**src/rtl/rrm_pkg.sv**
```systemverilog
// Constants and types shared by the ring node and its peer.
// Assumes a single 10 MHz clock shared by both ends of the ring link.
`default_nettype none

package rrm_pkg;

  // ------------------------------------------------------------------
  // Timing
  // ------------------------------------------------------------------
  localparam int CLK_PERIOD_NS  = 100;
  localparam int RECONF_TIME_MS = 200;
  // Longest time, rounded down to whole cycles
  localparam int RECONF_CYC     = (RECONF_TIME_MS * 1000000) / CLK_PERIOD_NS;
  // three missed periods plus reconnection fit the budget
  localparam int DEF_TEST_PERIOD_CYC = RECONF_CYC / 10;
  localparam int DEF_MISS_LIMIT      = 3;

  // ------------------------------------------------------------------
  // Ring geometry and field widths
  // ------------------------------------------------------------------
  localparam int MAX_RING_NODES = 50;
  localparam int NUM_RING_PORTS = 2;
  localparam int DOMAIN_W       = 8;
  localparam int ID_W           = 8;
  localparam int PAYLOAD_W      = 8;

  localparam logic [DOMAIN_W-1:0] DEFAULT_DOMAIN = 8'h01;
  localparam logic                DEFAULT_SWAP   = 1'h0;
  localparam logic                DEFAULT_DIAG   = 1'h0;

  // ------------------------------------------------------------------
  // Diagnostic event positions
  // ------------------------------------------------------------------
  localparam int EV_LINK_LOSS = 0;
  localparam int EV_NO_SUPP   = 1;
  localparam int EV_NON_RING  = 2;
  localparam int EV_FOREIGN   = 3;
  localparam int EV_ROLE_CHG  = 4;
  localparam int NUM_EV       = 5;

  typedef enum logic [1:0] {
    ROLE_NONE     = 2'b00,
    ROLE_CLIENT   = 2'b01,
    ROLE_MANAGER  = 2'b10,
    ROLE_MGR_AUTO = 2'b11
  } rrm_role_t;

  localparam rrm_role_t DEFAULT_ROLE = ROLE_MGR_AUTO;

  typedef enum logic [1:0] {
    KIND_DATA  = 2'b00,
    KIND_TEST  = 2'b01,
    KIND_ALT   = 2'b10,
    KIND_PLAIN = 2'b11
  } rrm_kind_t;

  typedef enum logic {
    RS_CLOSED = 1'b0,
    RS_OPEN   = 1'b1
  } rrm_ring_t;

  typedef struct packed {
    rrm_kind_t             kind;
    logic [DOMAIN_W-1:0]   domain;
    logic [ID_W-1:0]       src_id;
    logic                  origin;
    logic [PAYLOAD_W-1:0]  payload;
  } rrm_frame_t;

endpackage : rrm_pkg

`default_nettype wire

```
**src/rtl/rrm_ring_if.sv**
```systemverilog
// Ring link between a node's two ring ports and the rest of the ring.
// Index 0 and 1 are the node's physical ports; one frame per cycle each.
`default_nettype none

interface rrm_ring_if;
  logic                 node_valid [2];
  rrm_pkg::rrm_frame_t  node_frame [2];
  logic                 peer_valid [2];
  rrm_pkg::rrm_frame_t  peer_frame [2];
  logic                 link_up    [2];
  logic                 autoneg    [2];

  modport node (
    output node_valid, node_frame, autoneg,
    input  peer_valid, peer_frame, link_up
  );

  modport peer (
    input  node_valid, node_frame, autoneg,
    output peer_valid, peer_frame, link_up
  );
endinterface : rrm_ring_if

`default_nettype wire

```
**src/rtl/rrm_node.sv**
```systemverilog
// Ring redundancy node: manager or client with two ring ports.
// Assumes the ring peer shares its clock; one frame per port per cycle.
//
// How it works
// - Active manager blocks forwarding while ring intact
// - Manager sends test frames on both ports
// - Missing test frames make manager join ports
// - Reconfiguration finishes within 0.2 seconds
// - At most 50 nodes share one ring
// - One manager per ring, others are clients
// - One shared domain per ring, one per node
// - Different rings use different domains
// - Settings survive restart; only configuration changes them
// - Fast startup only when node not in ring
// - Alternative redundancy method frames are never mixed in
// - Clients keep forwarding if manager fails
// - Default domain keeps default role and ports
// - Open ring before role change; configure first
// - Ring ports use automatic link negotiation
// - Factory settings start as auto-negotiated manager
// - Diagnostics raise events on ring faults
`default_nettype none

module rrm_node #(
  parameter int                        TEST_PERIOD_CYC = rrm_pkg::DEF_TEST_PERIOD_CYC,
  parameter int                        MISS_LIMIT      = rrm_pkg::DEF_MISS_LIMIT,
  // Arbitrary value, unique per node
  parameter logic [rrm_pkg::ID_W-1:0]  NODE_ID         = 8'h10
) (
  // Clock and reset
  input  wire logic                           clock,
  input  wire logic                           reset,
  // Ring link
  rrm_ring_if.node                            ring,
  // Stored settings
  input  wire logic                           nv_factory_reset,
  input  wire logic                           cfg_write,
  input  wire logic [rrm_pkg::DOMAIN_W-1:0]   cfg_domain,
  input  wire rrm_pkg::rrm_role_t             cfg_role,
  input  wire logic                           cfg_swap,
  input  wire logic                           cfg_diag_en,
  // Local traffic
  input  wire logic                           usr_tx_valid,
  input  wire logic [rrm_pkg::PAYLOAD_W-1:0]  usr_tx_payload,
  output logic                                usr_tx_done,
  output logic                                usr_rx_valid,
  output logic [rrm_pkg::PAYLOAD_W-1:0]       usr_rx_payload,
  // Status
  output rrm_pkg::rrm_role_t                  role_out,
  output logic [rrm_pkg::DOMAIN_W-1:0]        domain_out,
  output logic                                mgr_active,
  output logic                                ring_open,
  output logic                                fast_startup_ok,
  output logic [rrm_pkg::NUM_EV-1:0]          diag_event
);

  localparam int CNT_W  = $clog2(TEST_PERIOD_CYC + 1);
  localparam int MISS_W = $clog2(MISS_LIMIT + 1);
  localparam logic [CNT_W-1:0]  PERIOD_LAST = CNT_W'(TEST_PERIOD_CYC - 1);
  localparam logic [MISS_W-1:0] MISS_MAX    = MISS_W'(MISS_LIMIT);

  // ------------------------------------------------------------------
  // Stored settings
  // ------------------------------------------------------------------
  // No reset: these model non-volatile storage, so a restart keeps them.
  // The first power-up must pass through nv_factory_reset.
  logic [rrm_pkg::DOMAIN_W-1:0] domain_reg, domain_next;
  rrm_pkg::rrm_role_t           role_reg, role_next;
  logic                         swap_reg, swap_next;
  logic                         diag_reg, diag_next;

  always_comb
  begin
    domain_next = domain_reg;
    role_next   = role_reg;
    swap_next   = swap_reg;
    diag_next   = diag_reg;
    if (nv_factory_reset)
    begin
      domain_next = rrm_pkg::DEFAULT_DOMAIN;
      role_next   = rrm_pkg::DEFAULT_ROLE;
      swap_next   = rrm_pkg::DEFAULT_SWAP;
      diag_next   = rrm_pkg::DEFAULT_DIAG;
    end
    else if (cfg_write)
    begin
      domain_next = cfg_domain;
      diag_next   = cfg_diag_en;
      if (cfg_domain == rrm_pkg::DEFAULT_DOMAIN)
      begin
        role_next = rrm_pkg::DEFAULT_ROLE;
        swap_next = rrm_pkg::DEFAULT_SWAP;
      end
      else
      begin
        role_next = cfg_role;
        swap_next = cfg_swap;
      end
    end
  end

  always_ff @(posedge clock)
  begin
    domain_reg <= domain_next;
    role_reg   <= role_next;
    swap_reg   <= swap_next;
    diag_reg   <= diag_next;
  end

  // ------------------------------------------------------------------
  // Received frame classification
  // ------------------------------------------------------------------
  logic in_ring;
  logic own_test [2];
  logic foreign  [2];
  logic lower_mgr[2];
  logic own_seen;
  logic heard_lower;

  assign in_ring = (role_reg != rrm_pkg::ROLE_NONE);

  for (genvar p = 0; p < 2; p++)
  begin : g_class
    logic is_test;
    assign is_test     = ring.peer_valid[p] && (ring.peer_frame[p].kind == rrm_pkg::KIND_TEST);
    assign foreign[p]  = is_test && (ring.peer_frame[p].domain != domain_reg);
    assign own_test[p] = is_test && !foreign[p] && (ring.peer_frame[p].src_id == NODE_ID);
    assign lower_mgr[p] = is_test && !foreign[p] && (ring.peer_frame[p].src_id < NODE_ID);
  end

  assign own_seen    = own_test[0] || own_test[1];
  assign heard_lower = lower_mgr[0] || lower_mgr[1];

  // ------------------------------------------------------------------
  // Manager supervision
  // ------------------------------------------------------------------
  logic [CNT_W-1:0]    cnt_reg, cnt_next;
  logic [MISS_W-1:0]   miss_reg, miss_next;
  logic                seen_reg, seen_next;
  logic                passive_reg, passive_next;
  rrm_pkg::rrm_ring_t  state_reg, state_next;
  logic                tick;
  logic                active_now;

  assign tick       = (cnt_reg == PERIOD_LAST);
  // auto role yields to a lower id
  assign active_now = (role_reg == rrm_pkg::ROLE_MANAGER) ||
                      ((role_reg == rrm_pkg::ROLE_MGR_AUTO) && !passive_reg);

  always_comb
  begin
    cnt_next     = tick ? '0 : cnt_reg + 1'b1;
    seen_next    = seen_reg || own_seen;
    miss_next    = miss_reg;
    passive_next = passive_reg;
    state_next   = state_reg;
    if (heard_lower)
      passive_next = 1'b1;
    else if (miss_reg == MISS_MAX)
      passive_next = 1'b0;
    if (tick)
    begin
      // A test frame arriving on the tick still counts as seen
      seen_next = 1'b0;
      if (seen_reg || own_seen)
        miss_next = '0;
      else if (miss_reg != MISS_MAX)
        miss_next = miss_reg + 1'b1;
    end
    case (state_reg)
      rrm_pkg::RS_CLOSED:
        if (active_now && (miss_reg == MISS_MAX))
          state_next = rrm_pkg::RS_OPEN;
      rrm_pkg::RS_OPEN:
        if (!active_now || own_seen)
          state_next = rrm_pkg::RS_CLOSED;
      default:
        state_next = rrm_pkg::RS_CLOSED;
    endcase
  end

  always_ff @(posedge clock)
  begin
    if (reset)
    begin
      cnt_reg     <= '0;
      miss_reg    <= '0;
      seen_reg    <= 1'b0;
      passive_reg <= 1'b0;
      state_reg   <= rrm_pkg::RS_CLOSED;
    end
    else
    begin
      cnt_reg     <= cnt_next;
      miss_reg    <= miss_next;
      seen_reg    <= seen_next;
      passive_reg <= passive_next;
      state_reg   <= state_next;
    end
  end

  // ------------------------------------------------------------------
  // Port forwarding and transmit
  // ------------------------------------------------------------------
  // blocked on an active manager while intact
  logic fwd_en;
  logic usr_port;
  logic usr_sent;
  logic tx_valid_next [2];
  rrm_pkg::rrm_frame_t tx_frame_next [2];
  logic tx_valid_reg  [2];
  rrm_pkg::rrm_frame_t tx_frame_reg  [2];

  assign fwd_en   = !active_now || (state_reg == rrm_pkg::RS_OPEN);
  assign usr_port = swap_reg;
  assign usr_sent = usr_tx_valid && in_ring && !tx_valid_next[usr_port];

  for (genvar p = 0; p < 2; p++)
  begin : g_tx
    localparam int Q = 1 - p;
    logic pass;
    // only own-method data and test frames pass
    assign pass = ring.peer_valid[Q] && in_ring && fwd_en && !foreign[Q] && !own_test[Q] &&
                  ((ring.peer_frame[Q].kind == rrm_pkg::KIND_DATA) ||
                   (ring.peer_frame[Q].kind == rrm_pkg::KIND_TEST));
    always_comb
    begin
      tx_valid_next[p] = 1'b0;
      tx_frame_next[p] = ring.peer_frame[Q];
      if (tick && active_now && in_ring)
      begin
        tx_valid_next[p]        = 1'b1;
        tx_frame_next[p].kind   = rrm_pkg::KIND_TEST;
        tx_frame_next[p].domain = domain_reg;
        tx_frame_next[p].src_id = NODE_ID;
        tx_frame_next[p].origin = 1'(p) ^ swap_reg;
        tx_frame_next[p].payload = '0;
      end
      else if (pass)
        tx_valid_next[p] = 1'b1;
    end
    always_ff @(posedge clock)
    begin
      if (reset)
      begin
        tx_valid_reg[p] <= 1'b0;
        tx_frame_reg[p] <= '0;
      end
      else if (usr_sent && (1'(p) == usr_port))
      begin
        tx_valid_reg[p] <= 1'b1;
        tx_frame_reg[p] <= '{rrm_pkg::KIND_DATA, domain_reg, NODE_ID, 1'b0, usr_tx_payload};
      end
      else
      begin
        tx_valid_reg[p] <= tx_valid_next[p];
        tx_frame_reg[p] <= tx_frame_next[p];
      end
    end
    assign ring.node_valid[p] = tx_valid_reg[p];
    assign ring.node_frame[p] = tx_frame_reg[p];
    assign ring.autoneg[p] = 1'b1;
  end

  // ------------------------------------------------------------------
  // Local delivery, diagnostics and status
  // ------------------------------------------------------------------
  logic [rrm_pkg::NUM_EV-1:0] ev_next;
  logic                       link_d [2];
  logic                       rx_hit0, rx_hit1;

  assign rx_hit0 = ring.peer_valid[0] && ring.peer_frame[0].kind == rrm_pkg::KIND_DATA &&
                   ring.peer_frame[0].domain == domain_reg;
  assign rx_hit1 = ring.peer_valid[1] && ring.peer_frame[1].kind == rrm_pkg::KIND_DATA &&
                   ring.peer_frame[1].domain == domain_reg;

  always_comb
  begin
    ev_next = '0;
    for (int p = 0; p < 2; p++)
    begin
      ev_next[rrm_pkg::EV_LINK_LOSS] |= link_d[p] && !ring.link_up[p];
      ev_next[rrm_pkg::EV_NO_SUPP]   |= ring.peer_valid[p] &&
                                        ring.peer_frame[p].kind == rrm_pkg::KIND_ALT;
      ev_next[rrm_pkg::EV_NON_RING]  |= ring.peer_valid[p] &&
                                        ring.peer_frame[p].kind == rrm_pkg::KIND_PLAIN;
      ev_next[rrm_pkg::EV_FOREIGN]   |= foreign[p];
    end
    ev_next[rrm_pkg::EV_ROLE_CHG] = (active_now != mgr_active);
    if (!diag_reg || !in_ring)
      ev_next = '0;
  end

  always_ff @(posedge clock)
  begin
    if (reset)
    begin
      link_d          <= '{1'b0, 1'b0};
      diag_event      <= '0;
      usr_tx_done     <= 1'b0;
      usr_rx_valid    <= 1'b0;
      usr_rx_payload  <= '0;
      role_out        <= rrm_pkg::ROLE_NONE;
      domain_out      <= '0;
      mgr_active      <= 1'b0;
      ring_open       <= 1'b0;
      fast_startup_ok <= 1'b0;
    end
    else
    begin
      link_d          <= ring.link_up;
      diag_event      <= ev_next;
      usr_tx_done     <= usr_sent;
      usr_rx_valid    <= in_ring && (rx_hit0 || rx_hit1);
      usr_rx_payload  <= rx_hit0 ? ring.peer_frame[0].payload : ring.peer_frame[1].payload;
      role_out        <= role_reg;
      domain_out      <= domain_reg;
      mgr_active      <= active_now && in_ring;
      ring_open       <= (state_reg == rrm_pkg::RS_OPEN);
      fast_startup_ok <= !in_ring;
    end
  end

endmodule : rrm_node

`default_nettype wire

```
**src/flat_wrapper.sv**
```systemverilog
// flat-port wrapper written by rule: the top's interface ports become plain ports
module rrm_node_flat 
#(
  parameter int                        TEST_PERIOD_CYC = rrm_pkg::DEF_TEST_PERIOD_CYC,
  parameter int                        MISS_LIMIT      = rrm_pkg::DEF_MISS_LIMIT,
                                     
  parameter logic [rrm_pkg::ID_W-1:0]  NODE_ID         = 8'h10
)
  (clock, reset, nv_factory_reset, cfg_write, cfg_domain, cfg_role, cfg_swap, cfg_diag_en, usr_tx_valid, usr_tx_payload, usr_tx_done, usr_rx_valid, usr_rx_payload, role_out, domain_out, mgr_active, ring_open, fast_startup_ok, diag_event, ring_node_valid, ring_node_frame, ring_autoneg, ring_peer_valid, ring_peer_frame, ring_link_up);
  rrm_ring_if ring_i ();
  input  wire logic clock;
  input  wire logic reset;
  input  wire logic nv_factory_reset;
  input  wire logic cfg_write;
  input  wire logic [rrm_pkg::DOMAIN_W-1:0] cfg_domain;
  input  wire rrm_pkg::rrm_role_t cfg_role;
  input  wire logic cfg_swap;
  input  wire logic cfg_diag_en;
  input  wire logic usr_tx_valid;
  input  wire logic [rrm_pkg::PAYLOAD_W-1:0] usr_tx_payload;
  output logic usr_tx_done;
  output logic usr_rx_valid;
  output logic [rrm_pkg::PAYLOAD_W-1:0] usr_rx_payload;
  output rrm_pkg::rrm_role_t role_out;
  output logic [rrm_pkg::DOMAIN_W-1:0] domain_out;
  output logic mgr_active;
  output logic ring_open;
  output logic fast_startup_ok;
  output logic [rrm_pkg::NUM_EV-1:0] diag_event;
  output wire logic [$bits(ring_i.node_valid)-1:0] ring_node_valid;
  output wire logic [$bits(ring_i.node_frame)-1:0] ring_node_frame;
  output wire logic [$bits(ring_i.autoneg)-1:0] ring_autoneg;
  input wire logic [$bits(ring_i.peer_valid)-1:0] ring_peer_valid;
  input wire logic [$bits(ring_i.peer_frame)-1:0] ring_peer_frame;
  input wire logic [$bits(ring_i.link_up)-1:0] ring_link_up;
  assign ring_node_valid = {>>{ring_i.node_valid}};
  assign ring_node_frame = {>>{ring_i.node_frame}};
  assign ring_autoneg = {>>{ring_i.autoneg}};
  assign ring_i.peer_valid = {>>{ring_peer_valid}};
  assign ring_i.peer_frame = {>>{ring_peer_frame}};
  assign ring_i.link_up = {>>{ring_link_up}};
  rrm_node #(.TEST_PERIOD_CYC(TEST_PERIOD_CYC), .MISS_LIMIT(MISS_LIMIT), .NODE_ID(NODE_ID)) u_core (.clock(clock), .reset(reset), .ring(ring_i), .nv_factory_reset(nv_factory_reset), .cfg_write(cfg_write), .cfg_domain(cfg_domain), .cfg_role(cfg_role), .cfg_swap(cfg_swap), .cfg_diag_en(cfg_diag_en), .usr_tx_valid(usr_tx_valid), .usr_tx_payload(usr_tx_payload), .usr_tx_done(usr_tx_done), .usr_rx_valid(usr_rx_valid), .usr_rx_payload(usr_rx_payload), .role_out(role_out), .domain_out(domain_out), .mgr_active(mgr_active), .ring_open(ring_open), .fast_startup_ok(fast_startup_ok), .diag_event(diag_event));
endmodule
```
**config.mk**
```make
export PLATFORM = sky130hd
export DESIGN_NAME = rrm_node_flat
export DESIGN_NICKNAME = d
export VERILOG_FILES = /design/src/rtl/rrm_pkg.sv /design/src/rtl/rrm_ring_if.sv /design/src/rtl/rrm_node.sv /design/src/flat_wrapper.sv
export SDC_FILE = /design/constraint.sdc
export NUM_CORES = 1
export LEC_CHECK = 0
export BUFFER_PORTS_ARGS = -buffer_cell sky130_fd_sc_hd__buf_2
export CAP_MARGIN = 10
export CORE_ASPECT_RATIO = 1.2
export CORE_MARGIN = 2
export CORE_UTILIZATION = 47
export CTS_BUF_LIST = sky130_fd_sc_hd__clkbuf_8
export DETAILED_ROUTE_END_ITERATION = 10
export GPL_TIMING_DRIVEN = 0
export PLACE_DENSITY = 0.79
export SLEW_MARGIN = 20
export SYNTH_ARGS = -nofsm -noshare
export SYNTH_HDL_FRONTEND = slang
export SYNTH_SLANG_ARGS = --single-unit
export TNS_END_PERCENT = 50
```
**constraint.sdc**
```tcl
create_clock -name clock -period 1.91 [get_ports clock]
set_input_delay 0.2865 -clock clock [delete_from_list [all_inputs] [get_ports clock]]
set_output_delay 0.2865 -clock clock [all_outputs]
set_load 0.1 [all_outputs]
```
### Word-level counts from Yosys, hierarchy flattened

Memories as Yosys holds them, arrays and structs flattened.
Index checks and enable logic that the tools add are counted.

* register bits: 65
* RAM bits: 56
* bits of input ports: 83
* output and inout bits: 86
* logic and storage cells: 171
* memories kept: 2

Memories
* u_core.tx_frame_reg: words 2, bits a word 27, read ports 2, clocked after memory_dff 0, wr ports 2, RTL line rrm_node.sv:212 `rrm_pkg::rrm_frame_t tx_frame_reg [2];`
* u_core.tx_valid_reg: words 2, bits a word 1, read ports 2, clocked after memory_dff 0, wr ports 2, RTL line rrm_node.sv:211 `logic tx_valid_reg [2];`

* $add $sub $neg: 2
* order comparisons: 3
* equality and inequality tests: 19
* multiplexer cells: 41
* bitwise logic cells: 15
* reductions and logical operators: 69

Operators with widths (number)
* $mux 27: 6
* $logic_and 1x1->1: 40
* $mux 1: 30
* $add 18x1->18 const B: 1
* $eq 18x18->1 const B: 1
* $eq 8x5->1 const B: 2
* $eq 8x8->1: 2
* $lt 8x5->1 const B: 2
* $ne 8x8->1: 2
* $eq 2x2->1 const B: 7
* $or 1x1->1: 12
* $logic_not 1->1: 11
* $logic_or 1x1->1: 10
* $eq 8x1->1 const B: 1
* $mux 8: 1
* $mux 2: 3
* $reduce_bool 2->1: 3
* $eq 2x1->1 const B: 2
* $logic_not 2->1: 2
* $reduce_or 2->1: 2
* $add 2x1->2 const B: 1
* $ge 2x2->1 const B: 1
* $ne 2x2->1 const B: 1
* $not 1->1: 2
* other kinds (4): 4

### Longest topological paths before layout

* depth in word-level cells: 22
* mapped depth: 8
* mapped depth without buffers: 6

### Worst setup path before layout

No wires, ideal clock.

* path kind: reg2reg
* from: register u_core.cnt_reg[2]
* to: memory u_core.tx_frame_reg[1][5] in the netlist's numbering (data pin)
* library setup time: 0.256 ns
* data arrival time: 1.737 ns
* data required time: 1.654 ns
* setup slack: -0.083 ns
* cell stages (with the launch flop): 9
* buffers on the path: 2
* clock period less this slack: 1.993 ns
* cells stage by stage: dfxtp_1 and4_1 nand3_1 nor3_4 inv_2 and3_1 buf_2 buf_6 a22o_1

RTL lines
* start: declaration: RTL line rrm_node.sv:137 `logic [CNT_W-1:0] cnt_reg, cnt_next;`
* start signal: assignment: RTL line rrm_node.sv:194 `cnt_reg <= cnt_next;`
* end: declaration: RTL line rrm_node.sv:212

==> results.md <==
- Half-perimeter wire length after placement: 10200 um
- Startpoint class of the critical path: flip-flop
- Port buffer count: 166
- WS Path Type: reg -> reg
- Fin crit share: 107%
- DR vias/cell: 5.29
- Req. time, crit path: 2190 ps
- Per-cell routed wire length: 16.8 um
- Total number of vias: 4651
- Nets: 820
- Cts-stage hold buffer count: 0
- Most used DFF post-synth: dfxtp_1
- Die Span X: 100 um
- Hold Fails Final Rpt: 0
- Die H: 120 um
- Fmax: 491 MHz
- Cell leakage power: 3.35 nW
- Seq/Total Area, Yosys: 57.0%
- Worst-path fanout max: 9
- Max cap viols: 0
- Core ar.: 0.0109 mm2
- Clock Path Buffers: 2
- GRT Util Overall: 23.5%
- Routability cong.: 0.887
- Final setup viols: 55
- CTS tree: yes
- Clock latency at the later pin of the worst-skew pair: 430 ps
- H-tree level count: 4
- Maximum VDD drop: 0.427 mV
- Most frequent cells in the layout: 167 x buf_2, 58 x conb_1, 56 x edfxtp_1, 46 x dfxtp_1, 45 x nor2_1
- Ant diodes: 0
- Top Metal Used: met4
- Post-route antenna net violation count: 0
- Initial antenna violation count: 0
- # rows: 42
- Residual DRC count: 0
- RSZ-0062 raised after global routing: yes
- Status: finished with violations
- TNS Setup: -3550 ps
- Worst Path Arrival: 2320 ps
- Hold Crit Class: in -> reg
- Initial DRT Pass Iterations: 6
- Starting density of the core: 47.9%
- Num CTS Buffers: 17
- Worst setup EP type: flip-flop
- Ys Warns: 0
- Synth Instances: 464
- Largest net degree at the start of global routing: 17
- #FFs+latches synth: 121
- Met3 Wirelength: 1000 um
- Initial DRC count: 377
- # clock sinks: 121
- Top cell type by total area after synthesis: edfxtp_1
- PnR worst setup slack: -128 ps
- Synth async-reset ratio: 0%
- Clock Root Buffer: clkbuf_8
- Synth Cell Area: 0.00523 mm2
- Final worst path period need: 2040 ps
- PD cells: 873 mW/mm2
- Worst slew pin tran: 966 ps
- Routed wl met2: 7410 um
- Worst-path clk slew: 70 ps
- # placed instances: 819
- Post-synth EDFFs: 56
- Number of I/O pins: 169
- Post-route cell area: 0.00747 mm2
- Filler cells: 796
- Max reg flops: 54
- Placed inst area: 0.00646 mm2
- Vias in the first global route: 4523
- Layout cell share with drive strength beyond 1: 43.0%
- Commonest non-fill, non-tap cell in the layout: buf_2
- Synth Area per Inst: 11.3 um2
- DRT Wirelength: 14800 um
- Post-synthesis cell type count: 54
- M1 wire length: 5690 um
- Final std cells w/o fill: 880
- Max Transition Viols Final: 0
- Util after Layout: 68.4%
- Die area: 0.0120 mm2
- Ranking of synthesized cells by area: edfxtp_1 32%, dfxtp_1 25%, nor2_1 3.4%
- Relative slew slack: 34.9%
- Setup Skew: 9.87 ps
- Grt ovf: 0
- Area fraction of the dominant cell type after synthesis: 32.1%
- First-pass GRT wire length: 21600 um
- Synth-to-Final Area Change: 42.8%
- Violated checks: negative setup slack
-- critical path, stage by stage (launching register included) --
cell      delay, ps
dfxtp_2         380
clkinv_2        120
or2_0           280
a31oi_2         240
o21ai_4         100
buf_4           160
nor3_4          360
a22o_1          250
-- area by class of cell --
class                   instances  area, um2  area share [%]
clock inverters                14        116            1.56
well taps                     132        165            2.21
plain buffers                  22        165            2.21
inverters                      16       61.3           0.820
flip-flops and latches        121       3030            40.6
repair buffers                194       1100            14.8
multi-input cells             363       2580            34.5
clock buffers                  18        248            3.32
-- path summary, 6_finish.rpt --
path	start	endpoint	slack, ps	cells past startpoint
min	nv_factory_reset	u_core.domain_reg[0]$_SDFFE_PP1P_	70	2
max	u_core.swap_reg$_SDFFE_PP0P_	u_core.tx_frame_reg[1][0]$_SDFFCE_PN0P_	-130	7
max reg2reg	u_core.swap_reg$_SDFFE_PP0P_	u_core.tx_frame_reg[1][0]$_SDFFCE_PN0P_	-130	7
min reg2reg	u_core.link_d[0]$_SDFF_PP0_	u_core.diag_event[0]$_SDFF_PP0_	450	2
-- cells in the mapped netlist (all sizes together), types with 2 or more instances --
master	instances
or3	3
nand2	14
and3	6
xor2	12
dfxtp	65
nand4	18
mux2i	17
a21oi	14
nor2b	17
nor2	47
o41ai	8
ha	2
and3b	2
a31oi	5
xnor2	20
and4	2
nor4	2
nor3	11
inv	15
edfxtp	56
or4	2
nor3b	3
and2	18
o21ai	6
nand3	19
or2	3
o22ai	2
buf	13
nand2b	6
a31o	8
clkbuf	10
o21a	9
or4b	2
a22o	17
-- logic make-up (layout without fill, tap and decap cells) --
| group | count (synthesis) | after routing | synth area share [%] |
|---|---|---|---|
| flops | 121 | 121 | 57.0 |
| simple gates | 177 | 178 | 18.6 |
| other cells | 1 | 58 | 0.0717 |
| fa+ha+maj | 2 | 2 | 0.478 |
| mux | 18 | 18 | 3.47 |
| buf+inv | 39 | 264 | 3.42 |
| xor+xnor | 32 | 32 | 5.36 |
| compound gates | 74 | 75 | 11.6 |
-- power breakdown --
group | switching [mW] | internal (mW) | leakage (nW)
Combinational | 1.12 | 0.353 | 2.05
Clock | 0.981 | 1.15 | 0.196
Sequential | 0.0658 | 2.85 | 1.11
Total | 2.17 | 4.35 | 3.35
-- stage by stage --
step / hold slack, ps / total power, mW / setup slack [ps]
global placement: 440 / 4.30 / -592
finish: 66.4 / 6.52 / -128
floorplan: 370 / 4.02 / -59.8
CTS: 45.1 / 6.47 / -94.2
detailed placement: 449 / 4.32 / -598
global route: 76.2 / 6.72 / -196
-- metal layers --
layer	global-route usage (%)	vias to the layer above
met5	0	-
met1	27.3	2197
li1	-	2173
met2	39.6	224
met4	12.8	0
met3	5.82	57
-- repair_timing --
action                                  4_1_cts  5_1_grt
buffers inserted                             14       10
endpoints found under the setup margin       76       78
pin swaps                                    18       26
cloned                                        2        4
resized for setup                            61       57
No activity file was read; power rests on OpenSTA's default activity.
